===== src/include/irq_bank_defs.svh =====
// Offsets, bit positions, reset values and vector numbers of the interrupt bank
`ifndef IRQ_BANK_DEFS_SVH
`define IRQ_BANK_DEFS_SVH
`define OFS_CTRL_A 4'h0
`define OFS_CTRL_B 4'h1
`define OFS_CTRL_C 4'h2
`define OFS_CTRL_D 4'h3
`define OFS_GROUP_A 4'h4
`define OFS_GROUP_B 4'h5
`define OFS_EDGE_SEL 4'h6
`define OFS_STATUS 4'h7
`define RST_CTRL_A 8'h00
`define RST_CTRL_B 8'h80
`define RST_EDGE_SEL 4'h0
`define NUM_VEC 13
`define VEC_EXT0 0
`define VEC_EXT1 1
`define VEC_AFE 2
`define VEC_GRP0 3
`define VEC_GRP1 4
`define VEC_GRP2 5
`define VEC_ADC 6
`define VEC_SERIAL 7
`define VEC_UART_A 8
`define VEC_TICK0 9
`define VEC_TICK1 10
`define VEC_SPI 11
`define VEC_UART_B 12
`define MASK_SINGLE 13'h0FFF
`define MASK_DUAL 13'h1FFF
`endif


===== src/include/irq_bank_pkg.sv =====
// Types shared by the interrupt bank modules
package irq_bank_pkg;
  typedef enum logic [1:0] {
    EDGE_OFF = 2'h0,
    EDGE_RISE = 2'h1,
    EDGE_FALL = 2'h2,
    EDGE_BOTH = 2'h3
  } edge_mode_t;
  typedef logic [3:0] vec_id_t;
  typedef logic [12:0] vec_mask_t;
endpackage

===== src/design/ext_edge_detect.sv =====
// Pin synchroniser and edge selector for one external interrupt pin
`timescale 1ns/10ps
`default_nettype none
module ext_edge_detect (
  input wire logic clk_sys_i,                     // System clock
  input wire logic rst_n_i,                       // Synchronised reset, active low
  input wire logic pin_i,                         // Asynchronous pin level
  input wire irq_bank_pkg::edge_mode_t mode_i,    // Edge selection
  output logic evt_o                              // One-cycle event pulse
);
  logic meta_reg;
  logic sync_reg;
  logic prev_reg;
  logic rise;
  logic fall;

  always_ff @(posedge clk_sys_i or negedge rst_n_i) begin
    if (!rst_n_i) begin
      meta_reg <= 1'b0;
      sync_reg <= 1'b0;
      prev_reg <= 1'b0;
    end else begin
      meta_reg <= pin_i;
      sync_reg <= meta_reg;
      prev_reg <= sync_reg;
    end
  end

  assign rise = sync_reg & ~prev_reg;
  assign fall = ~sync_reg & prev_reg;

  always_comb begin
    case (mode_i)
      irq_bank_pkg::EDGE_OFF: evt_o = 1'b0; // RL14
      irq_bank_pkg::EDGE_RISE: evt_o = rise;
      irq_bank_pkg::EDGE_FALL: evt_o = fall;
      irq_bank_pkg::EDGE_BOTH: evt_o = rise | fall;
      default: evt_o = 1'b0;
    endcase
  end
endmodule
`default_nettype wire


===== src/design/irq_enable_flag_bank.sv =====
// Interrupt request flag and enable register bank with vector request to the core
//
// The implementer's own choices: the address-and-strobe port and the address map.
`timescale 1ns/10ps
`default_nettype none
`include "irq_bank_defs.svh"
// Overview of operation
// RL1: Global enable bit 0, resets to zero
// RL2: ADC flag bit6, enable bit3, bit7 zero
// RL3: Pin flags bits 5,4; enables 2,1
// RL4: Front-end ready flag bit7 resets one
// RL5: Group flags bits 6-4, enables 2-0
// RL6: Serial, uart, tick flags and enables
// RL7: Single uart: only SPI bits exist
// RL8: Dual uart adds second uart bits
// RL9: First timer group flags and enables
// RL10: Second timer group flags and enables
// RL11: Enable permits, flag shows pending request
// RL12: Flags set always; branch needs all three
// RL13: Taking a vector clears global enable
// RL14: Two-bit edge select per pin
// RL15: Newly set flag wakes from sleep
// RL16: Hardware set beats software clear
// RL17: Serviced flag auto-clears; group sub-flags stay
module irq_enable_flag_bank #(
  parameter bit DUAL_UART = 1'b1
) (
  input wire logic clk_sys_i,          // System clock, 40 MHz
  input wire logic rst_n_i,            // Asynchronous reset, active low
  input wire logic [3:0] addr_i,       // Register address
  input wire logic [7:0] wdata_i,      // Write data
  input wire logic wr_i,               // Write strobe
  input wire logic rd_i,               // Read strobe
  output logic [7:0] rdata_o,          // Read data, cycle after strobe
  input wire logic [1:0] ext_pin_i,    // External interrupt pins
  input wire logic adc_done_evt_i,     // Conversion done pulse
  input wire logic afe_ready_evt_i,    // Front-end ready pulse
  input wire logic group2_evt_i,       // Third group request pulse
  input wire logic serial_if_evt_i,    // Serial interface pulse
  input wire logic uart_a_evt_i,       // First uart pulse
  input wire logic uart_b_evt_i,       // Second uart pulse
  input wire logic tick0_evt_i,        // Time base 0 pulse
  input wire logic tick1_evt_i,        // Time base 1 pulse
  input wire logic spi_unit_evt_i,     // SPI pulse
  input wire logic [7:0] timer_evt_i,  // Timer compare match pulses
  input wire logic stack_full_i,       // Core stack full
  input wire logic irq_ack_i,          // Core takes the presented vector
  input wire logic sleep_i,            // Core in sleep or idle
  output logic irq_req_o,              // Vector request to core
  output logic [3:0] irq_vector_o,     // Requested vector number
  output logic wake_o                  // Wake-up pulse
);
  localparam irq_bank_pkg::vec_mask_t IMPL = DUAL_UART ? `MASK_DUAL : `MASK_SINGLE;

  // ----------------------------------------
  // Reset release
  // ----------------------------------------
  logic rst_meta_reg;
  logic rst_sync_n;

  always_ff @(posedge clk_sys_i or negedge rst_n_i) begin
    if (!rst_n_i) begin
      rst_meta_reg <= 1'b0;
      rst_sync_n <= 1'b0;
    end else begin
      rst_meta_reg <= 1'b1;
      rst_sync_n <= rst_meta_reg;
    end
  end

  // ----------------------------------------
  // State
  // ----------------------------------------
  irq_bank_pkg::vec_mask_t flag_reg;
  irq_bank_pkg::vec_mask_t en_reg;
  logic [7:0] sub_flag_reg;
  logic [7:0] sub_en_reg;
  logic gie_reg;
  logic [3:0] edge_sel_reg;
  logic [1:0] grp_cond_reg;
  logic irq_req_reg;
  irq_bank_pkg::vec_id_t irq_vector_reg;
  logic wake_reg;
  logic [7:0] rdata_reg;

  // ----------------------------------------
  // Event sources
  // ----------------------------------------
  logic [1:0] ext_evt;
  logic [1:0] grp_cond;
  irq_bank_pkg::vec_mask_t src_evt;

  for (genvar p = 0; p < 2; p++) begin : g_pin
    ext_edge_detect u_edge (
      .clk_sys_i(clk_sys_i),
      .rst_n_i(rst_sync_n),
      .pin_i(ext_pin_i[p]),
      .mode_i(irq_bank_pkg::edge_mode_t'(edge_sel_reg[2*p +: 2])),
      .evt_o(ext_evt[p])
    );
  end

  // Group flags 0 and 1 set when the OR of their enabled sub-requests rises
  assign grp_cond[0] = |(sub_flag_reg[3:0] & sub_en_reg[3:0]);
  assign grp_cond[1] = |(sub_flag_reg[7:4] & sub_en_reg[7:4]);

  always_comb begin
    src_evt = '0;
    src_evt[`VEC_EXT0] = ext_evt[0];
    src_evt[`VEC_EXT1] = ext_evt[1];
    src_evt[`VEC_AFE] = afe_ready_evt_i;
    src_evt[`VEC_GRP0] = grp_cond[0] & ~grp_cond_reg[0];
    src_evt[`VEC_GRP1] = grp_cond[1] & ~grp_cond_reg[1];
    src_evt[`VEC_GRP2] = group2_evt_i;
    src_evt[`VEC_ADC] = adc_done_evt_i;
    src_evt[`VEC_SERIAL] = serial_if_evt_i;
    src_evt[`VEC_UART_A] = uart_a_evt_i;
    src_evt[`VEC_TICK0] = tick0_evt_i;
    src_evt[`VEC_TICK1] = tick1_evt_i;
    src_evt[`VEC_SPI] = spi_unit_evt_i;
    src_evt[`VEC_UART_B] = uart_b_evt_i & DUAL_UART; // RL8
  end

  // ----------------------------------------
  // Write decode
  // ----------------------------------------
  irq_bank_pkg::vec_mask_t fl_we;
  irq_bank_pkg::vec_mask_t fl_wv;
  irq_bank_pkg::vec_mask_t en_we;
  irq_bank_pkg::vec_mask_t en_wv;

  always_comb begin
    fl_we = '0;
    fl_wv = '0;
    en_we = '0;
    en_wv = '0;
    if (wr_i) begin
      case (addr_i)
        `OFS_CTRL_A: begin
          {fl_we[`VEC_ADC], fl_we[`VEC_EXT1], fl_we[`VEC_EXT0]} = 3'h7; // RL2 RL3
          {fl_wv[`VEC_ADC], fl_wv[`VEC_EXT1], fl_wv[`VEC_EXT0]} = wdata_i[6:4];
          {en_we[`VEC_ADC], en_we[`VEC_EXT1], en_we[`VEC_EXT0]} = 3'h7;
          {en_wv[`VEC_ADC], en_wv[`VEC_EXT1], en_wv[`VEC_EXT0]} = wdata_i[3:1];
        end
        `OFS_CTRL_B: begin
          fl_we[`VEC_GRP2:`VEC_AFE] = 4'hF; // RL4 RL5
          fl_wv[`VEC_GRP2:`VEC_AFE] = {wdata_i[6:4], wdata_i[7]};
          en_we[`VEC_GRP2:`VEC_AFE] = 4'hF;
          en_wv[`VEC_GRP2:`VEC_AFE] = {wdata_i[2:0], wdata_i[3]};
        end
        `OFS_CTRL_C: begin
          fl_we[`VEC_TICK1:`VEC_SERIAL] = 4'hF; // RL6
          fl_wv[`VEC_TICK1:`VEC_SERIAL] = {wdata_i[5:4], wdata_i[6], wdata_i[7]};
          en_we[`VEC_TICK1:`VEC_SERIAL] = 4'hF;
          en_wv[`VEC_TICK1:`VEC_SERIAL] = {wdata_i[1:0], wdata_i[2], wdata_i[3]};
        end
        `OFS_CTRL_D: begin
          fl_we[`VEC_UART_B:`VEC_SPI] = {DUAL_UART, 1'b1}; // RL7 RL8
          fl_wv[`VEC_UART_B:`VEC_SPI] = wdata_i[5:4];
          en_we[`VEC_UART_B:`VEC_SPI] = {DUAL_UART, 1'b1};
          en_wv[`VEC_UART_B:`VEC_SPI] = wdata_i[1:0];
        end
        default: fl_we = '0;
      endcase
    end
  end

  // ----------------------------------------
  // Flags and enables
  // ----------------------------------------
  irq_bank_pkg::vec_mask_t ack_clr;
  logic [7:0] sub_evt;

  assign ack_clr = irq_ack_i ? (13'h0001 << irq_vector_reg) : '0; // RL17
  assign sub_evt = timer_evt_i;

  always_ff @(posedge clk_sys_i or negedge rst_sync_n) begin
    if (!rst_sync_n) begin
      flag_reg <= {5'h00, `RST_CTRL_B} >> 5; // RL3 RL4
    end else begin
      // Event set is ORed last so a same-cycle clear cannot lose it
      flag_reg <= ((((flag_reg & ~fl_we) | (fl_wv & fl_we)) & ~ack_clr)
                   | src_evt) & IMPL; // RL12 RL16 RL17
    end
  end

  always_ff @(posedge clk_sys_i or negedge rst_sync_n) begin
    if (!rst_sync_n) begin
      en_reg <= '0;
    end else begin
      en_reg <= ((en_reg & ~en_we) | (en_wv & en_we)) & IMPL; // RL11
    end
  end

  // Sub-flags are left for software after the group vector is taken
  always_ff @(posedge clk_sys_i or negedge rst_sync_n) begin
    if (!rst_sync_n) begin
      sub_flag_reg <= '0;
      sub_en_reg <= '0;
    end else begin
      if (wr_i && addr_i == `OFS_GROUP_A) begin
        sub_flag_reg[3:0] <= wdata_i[7:4] | sub_evt[3:0]; // RL9 RL16
        sub_en_reg[3:0] <= wdata_i[3:0];
      end else begin
        sub_flag_reg[3:0] <= sub_flag_reg[3:0] | sub_evt[3:0];
      end
      if (wr_i && addr_i == `OFS_GROUP_B) begin
        sub_flag_reg[7:4] <= wdata_i[7:4] | sub_evt[7:4]; // RL10 RL16
        sub_en_reg[7:4] <= wdata_i[3:0];
      end else begin
        sub_flag_reg[7:4] <= sub_flag_reg[7:4] | sub_evt[7:4];
      end
    end
  end

  always_ff @(posedge clk_sys_i or negedge rst_sync_n) begin
    if (!rst_sync_n) begin
      gie_reg <= 1'b0; // RL1
      edge_sel_reg <= `RST_EDGE_SEL;
      grp_cond_reg <= '0;
    end else begin
      if (irq_ack_i) begin
        gie_reg <= 1'b0; // RL13
      end else if (wr_i && addr_i == `OFS_CTRL_A) begin
        gie_reg <= wdata_i[0]; // RL1
      end
      if (wr_i && addr_i == `OFS_EDGE_SEL) begin
        edge_sel_reg <= wdata_i[3:0]; // RL14
      end
      grp_cond_reg <= grp_cond;
    end
  end

  // ----------------------------------------
  // Vector request and wake-up
  // ----------------------------------------
  logic found;
  irq_bank_pkg::vec_id_t win_idx;
  logic new_set;

  irq_vector_select u_sel (
    .pend_i(flag_reg & en_reg & IMPL),
    .found_o(found),
    .idx_o(win_idx)
  );

  assign new_set = |(src_evt & ~flag_reg & IMPL) | |(sub_evt & ~sub_flag_reg);

  // Request drops the cycle after the ack so the core never sees it twice
  always_ff @(posedge clk_sys_i or negedge rst_sync_n) begin
    if (!rst_sync_n) begin
      irq_req_reg <= 1'b0;
      irq_vector_reg <= '0;
      wake_reg <= 1'b0;
    end else begin
      irq_req_reg <= found & gie_reg & ~stack_full_i & ~irq_ack_i; // RL12
      irq_vector_reg <= win_idx;
      wake_reg <= sleep_i & new_set; // RL15
    end
  end

  // ----------------------------------------
  // Read path
  // ----------------------------------------
  always_ff @(posedge clk_sys_i or negedge rst_sync_n) begin
    if (!rst_sync_n) begin
      rdata_reg <= '0;
    end else if (rd_i) begin
      case (addr_i)
        `OFS_CTRL_A: rdata_reg <= {1'b0, flag_reg[`VEC_ADC], flag_reg[`VEC_EXT1],
                                   flag_reg[`VEC_EXT0], en_reg[`VEC_ADC],
                                   en_reg[`VEC_EXT1], en_reg[`VEC_EXT0], gie_reg}; // RL2
        `OFS_CTRL_B: rdata_reg <= {flag_reg[`VEC_AFE], flag_reg[`VEC_GRP2:`VEC_GRP0],
                                   en_reg[`VEC_AFE], en_reg[`VEC_GRP2:`VEC_GRP0]}; // RL5
        `OFS_CTRL_C: rdata_reg <= {flag_reg[`VEC_SERIAL], flag_reg[`VEC_UART_A],
                                   flag_reg[`VEC_TICK1], flag_reg[`VEC_TICK0],
                                   en_reg[`VEC_SERIAL], en_reg[`VEC_UART_A],
                                   en_reg[`VEC_TICK1], en_reg[`VEC_TICK0]}; // RL6
        `OFS_CTRL_D: rdata_reg <= {2'h0, flag_reg[`VEC_UART_B], flag_reg[`VEC_SPI],
                                   2'h0, en_reg[`VEC_UART_B], en_reg[`VEC_SPI]}; // RL7 RL8
        `OFS_GROUP_A: rdata_reg <= {sub_flag_reg[3:0], sub_en_reg[3:0]}; // RL9
        `OFS_GROUP_B: rdata_reg <= {sub_flag_reg[7:4], sub_en_reg[7:4]}; // RL10
        `OFS_EDGE_SEL: rdata_reg <= {4'h0, edge_sel_reg};
        `OFS_STATUS: rdata_reg <= {found, 3'h0, win_idx};
        default: rdata_reg <= '0;
      endcase
    end else begin
      rdata_reg <= '0;
    end
  end

  assign rdata_o = rdata_reg;
  assign irq_req_o = irq_req_reg;
  assign irq_vector_o = irq_vector_reg;
  assign wake_o = wake_reg;
endmodule
`default_nettype wire


===== src/design/irq_vector_select.sv =====
// Fixed-priority selection of the pending vector, lowest number first
`timescale 1ns/10ps
`default_nettype none
module irq_vector_select (
  input wire irq_bank_pkg::vec_mask_t pend_i,   // Pending and enabled sources
  output logic found_o,                         // Some source is pending
  output irq_bank_pkg::vec_id_t idx_o           // Winning vector number
);
  always_comb begin
    found_o = 1'b0;
    idx_o = 4'h0;
    for (int i = 12; i >= 0; i--) begin
      if (pend_i[i]) begin
        found_o = 1'b1;
        idx_o = 4'(i);
      end
    end
  end
endmodule
`default_nettype wire


===== config.mk =====
export PLATFORM = sky130hd
export DESIGN_NAME = irq_enable_flag_bank
export DESIGN_NICKNAME = d
export VERILOG_FILES = /design/src/include/irq_bank_pkg.sv /design/src/design/ext_edge_detect.sv /design/src/design/irq_enable_flag_bank.sv /design/src/design/irq_vector_select.sv
export VERILOG_INCLUDE_DIRS = /design/src /design/src/include
export SDC_FILE = /design/constraint.sdc
export NUM_CORES = 1
export LEC_CHECK = 0
export BUFFER_PORTS_ARGS = -buffer_cell sky130_fd_sc_hd__buf_2
export CORE_UTILIZATION = 57
export DETAILED_ROUTE_END_ITERATION = 16
export PLACE_DENSITY_LB_ADDON = 0.12
export RECOVER_POWER = 50
export SYNTH_ARGS = -nofsm -noshare
export SYNTH_HDL_FRONTEND = slang
export SYNTH_SLANG_ARGS = --single-unit

===== constraint.sdc =====
create_clock -name clk_sys_i -period 3 [get_ports clk_sys_i]
set_input_delay 0.6 -clock clk_sys_i [delete_from_list [all_inputs] [get_ports clk_sys_i]]
set_output_delay 0.6 -clock clk_sys_i [all_outputs]
set_load 0.02 [all_outputs]

==> reports/results.ini <==
[status]
outcome = complete, but fails checks
violations = max-capacitance violations, max-slew violations

[route]
vias = 3005
drc_errors = 0
viasPerCell = 6.41
drt_iter0_drc = 287
routedWlPerCell_um = 22.2
wirelength_um = 10400
drtAntennaViolNets = 0
dr.pass1.iters = 5

[power]
power_w = 0.00300
peakVddDrop_mv = 0.487
power.share.clock_pct = 32.4
power.leakage_nw = 2.05
powerDensity_nw_per_um2 = 712
internal_power_w = 0.00203
power_frac_seq_pct = 44.8
switching_power_w = 0.000974
p_comb_share_pct = 22.8
swShare_pct = 32.4

[global_route]
antenna_found_initial = 0
grt-ovfl-total = 0
grt_pass1_vias = 2862
grtUsageTotal_pct = 34.1
grt_max_degree = 70
grt_pass1_wl_um = 16000

[yosys]
synth_largest_area_cell = dfrtp_1
synthDistinctLibCells = 52
synth_area_um2 = 3660
syn_avg_cell_area_um2 = 10.9
synth.top_cell.area_share_pct = 47.8
synth_area_leaders = dfrtp_1 (48%), mux2_2 (8.3%), mux2i_1 (4.9%)
synth_cells = 335
async_flop_share_pct = 100
synth_fp_nets = 377
synth_warnings = 0
ys.flop_type = dfrtp_1
seq_area_frac_synth_pct = 48.5
synth_edf_count = 0
synth_seq_cells = 71

[sta]
tns_ns = 0
rsz0062_at_grt = no
post-route-period-util_pct = 60.8
fin_crit_ns = 1.83
worst_pin_slew_ns = 1.71
finalHoldViolations = 0
maxSlewViolCount = 70
finClkSkew_ns = 0.0113
fmax_ghz = 0.548
setup-violations-final = 0
slew_headroom_pct = -14.1
hold_slack_ns = 0.0319
setup_ws_ns = 1.17

[layout]
antennaDiodeCount = 0
layout.cells.most_common_list = dfrtp_1 (69), buf_2 (50), nand2_1 (32)
layout_commonest_cell = dfrtp_1
area_growth_pct = 15.1
post-route-cell-area_um2 = 4220
fin_nets = 431
drive_above_1_share_pct = 28.4

[cts]
cts_buffers = 9
tritoncts = done
holdBufCountCts = 0
cts_setup_buffers = 0
numClockSinks = 71
clk_latency_ns = 0.35
h-tree-depth = 3
clock-root-buffer = clkbuf_8
clock_path_buffers = 2
cts_resized = 0
clk_pin_slew_worst_paths_ns = 0.08

[placed_design]
post-place-ws_ns = 0.845
placed_area_um2 = 3970
port_buffers = 51
gp_congestion = 0.902
hpwl_um = 7730

[flow_run]
maxCapViolations = 1

[critical_path]
rr_worst_depth = 1
critPathLaunchType = input port
crit_end = rdata_o[3]
cp.arrival_ns = 2.04
cp_max_fo = 18
cp.required_ns = 3.21
path_class = in -> reg
worstSetupEndpointType = flip-flop
timing.rr.end = wake_o
worstReg2RegStart = rst_sync_n
crit_start = addr_i[1]
ff2ff_setup_slack_ns = 1.18

[floorplan]
dieHeight_um = 82.2
row_count = 28
start_util_pct = 60.4
coreArea_um2 = 6060
die_area_um2 = 6750
fp.dieW_um = 82.2
ioPinCount = 52

[worst_hold_path]
worstHoldPathType = in -> async

per-stage QoR:
step / std cells / utilization, %
after global routing: 469 / 69.6
after detailed placement: 453 / 65.4
after global placement: 453 / 65.4
after floorplan: 335 / -
final: 469 / 69.6
after CTS: 469 / 69.7
final cells by class:
type	count	area, µm²
Multi-Input combinational cell	225	1720
Fill cell	487	1840
Inverter	30	113
Tap cell	75	93.8
Clock inverter	5	104
Sequential cell	71	1780
Timing Repair Buffer	52	259
Clock buffer	11	151
cell families (layout without fill, tap and decap cells):
kind of cell               Yosys count  in the layout  synth area share, %
and+or+nand+nor                    101            101                 14.7
DFF                                 71             71                 48.5
AOI/OAI and AO/OA                   68             68                 13.8
muxes                               51             51                 16.9
buffers and inverters               39             98                 4.58
adders and majority gates            4              4                 1.37
other                                1              1                0.102
power groups by stage:
stage               Clock [W]  Combinational, W  Sequential (W)
floorplan                   0          0.000433         0.00132
CTS                  0.000976          0.000676         0.00133
global placement            0          0.000663         0.00135
finish               0.000973          0.000684         0.00135
detailed placement          0          0.000674         0.00135
global route          0.00102          0.000741         0.00137
routing by layer:
| metal | share of wire (%) | up-vias | track usage, % |
|---|---|---|---|
| li1 | - | 1329 | - |
| met1 | 43 | 1484 | 48.1 |
| met2 | 45 | 163 | 50.1 |
| met3 | 7.8 | 29 | 7.58 |
| met4 | 4.4 | 0 | 15.4 |
| met5 | 0 | - | 0 |
how the worst min path moves through the flow:
stage                                   startpoint                  endpoint  slack [ns]  depth (start not counted)
after floorplan                            rst_n_i              rst_meta_reg        0.30                          0
after global placement                rst_meta_reg                rst_sync_n        0.33                          0
after detailed placement  g_pin[1].u_edge.meta_reg  g_pin[1].u_edge.sync_reg        0.34                          0
after CTS                                  rst_n_i              rst_meta_reg        0.03                          1
after global routing                       rst_n_i              rst_meta_reg        0.03                          1
final                                      rst_n_i              rst_meta_reg        0.03                          1
critical path, stage by stage:
cell and delay (ns):
buf_2 0.31, mux4_2 0.59, a222oi_1 0.40, a21oi_1 0.14
cells in the mapped netlist, types with 4 or more instances:
cell      number
a22o_1         5
nand2b_1       5
dfrtp_1       70
nand4_1        6
nor2b_1        6
nand3b_1       5
nor2_1        21
o21ai_0        9
a222oi_1       4
o21bai_1       6
mux4_2         6
nor3_1         5
a22oi_1        6
mux2i_1       18
a21oi_1        6
buf_2          5
a221oi_1       7
o22ai_1        4
nand3_1        6
nand2_1       32
inv_1         30
ha_1           4
mux2_2        27
Note: power is estimated with default switching activity, not from simulation.
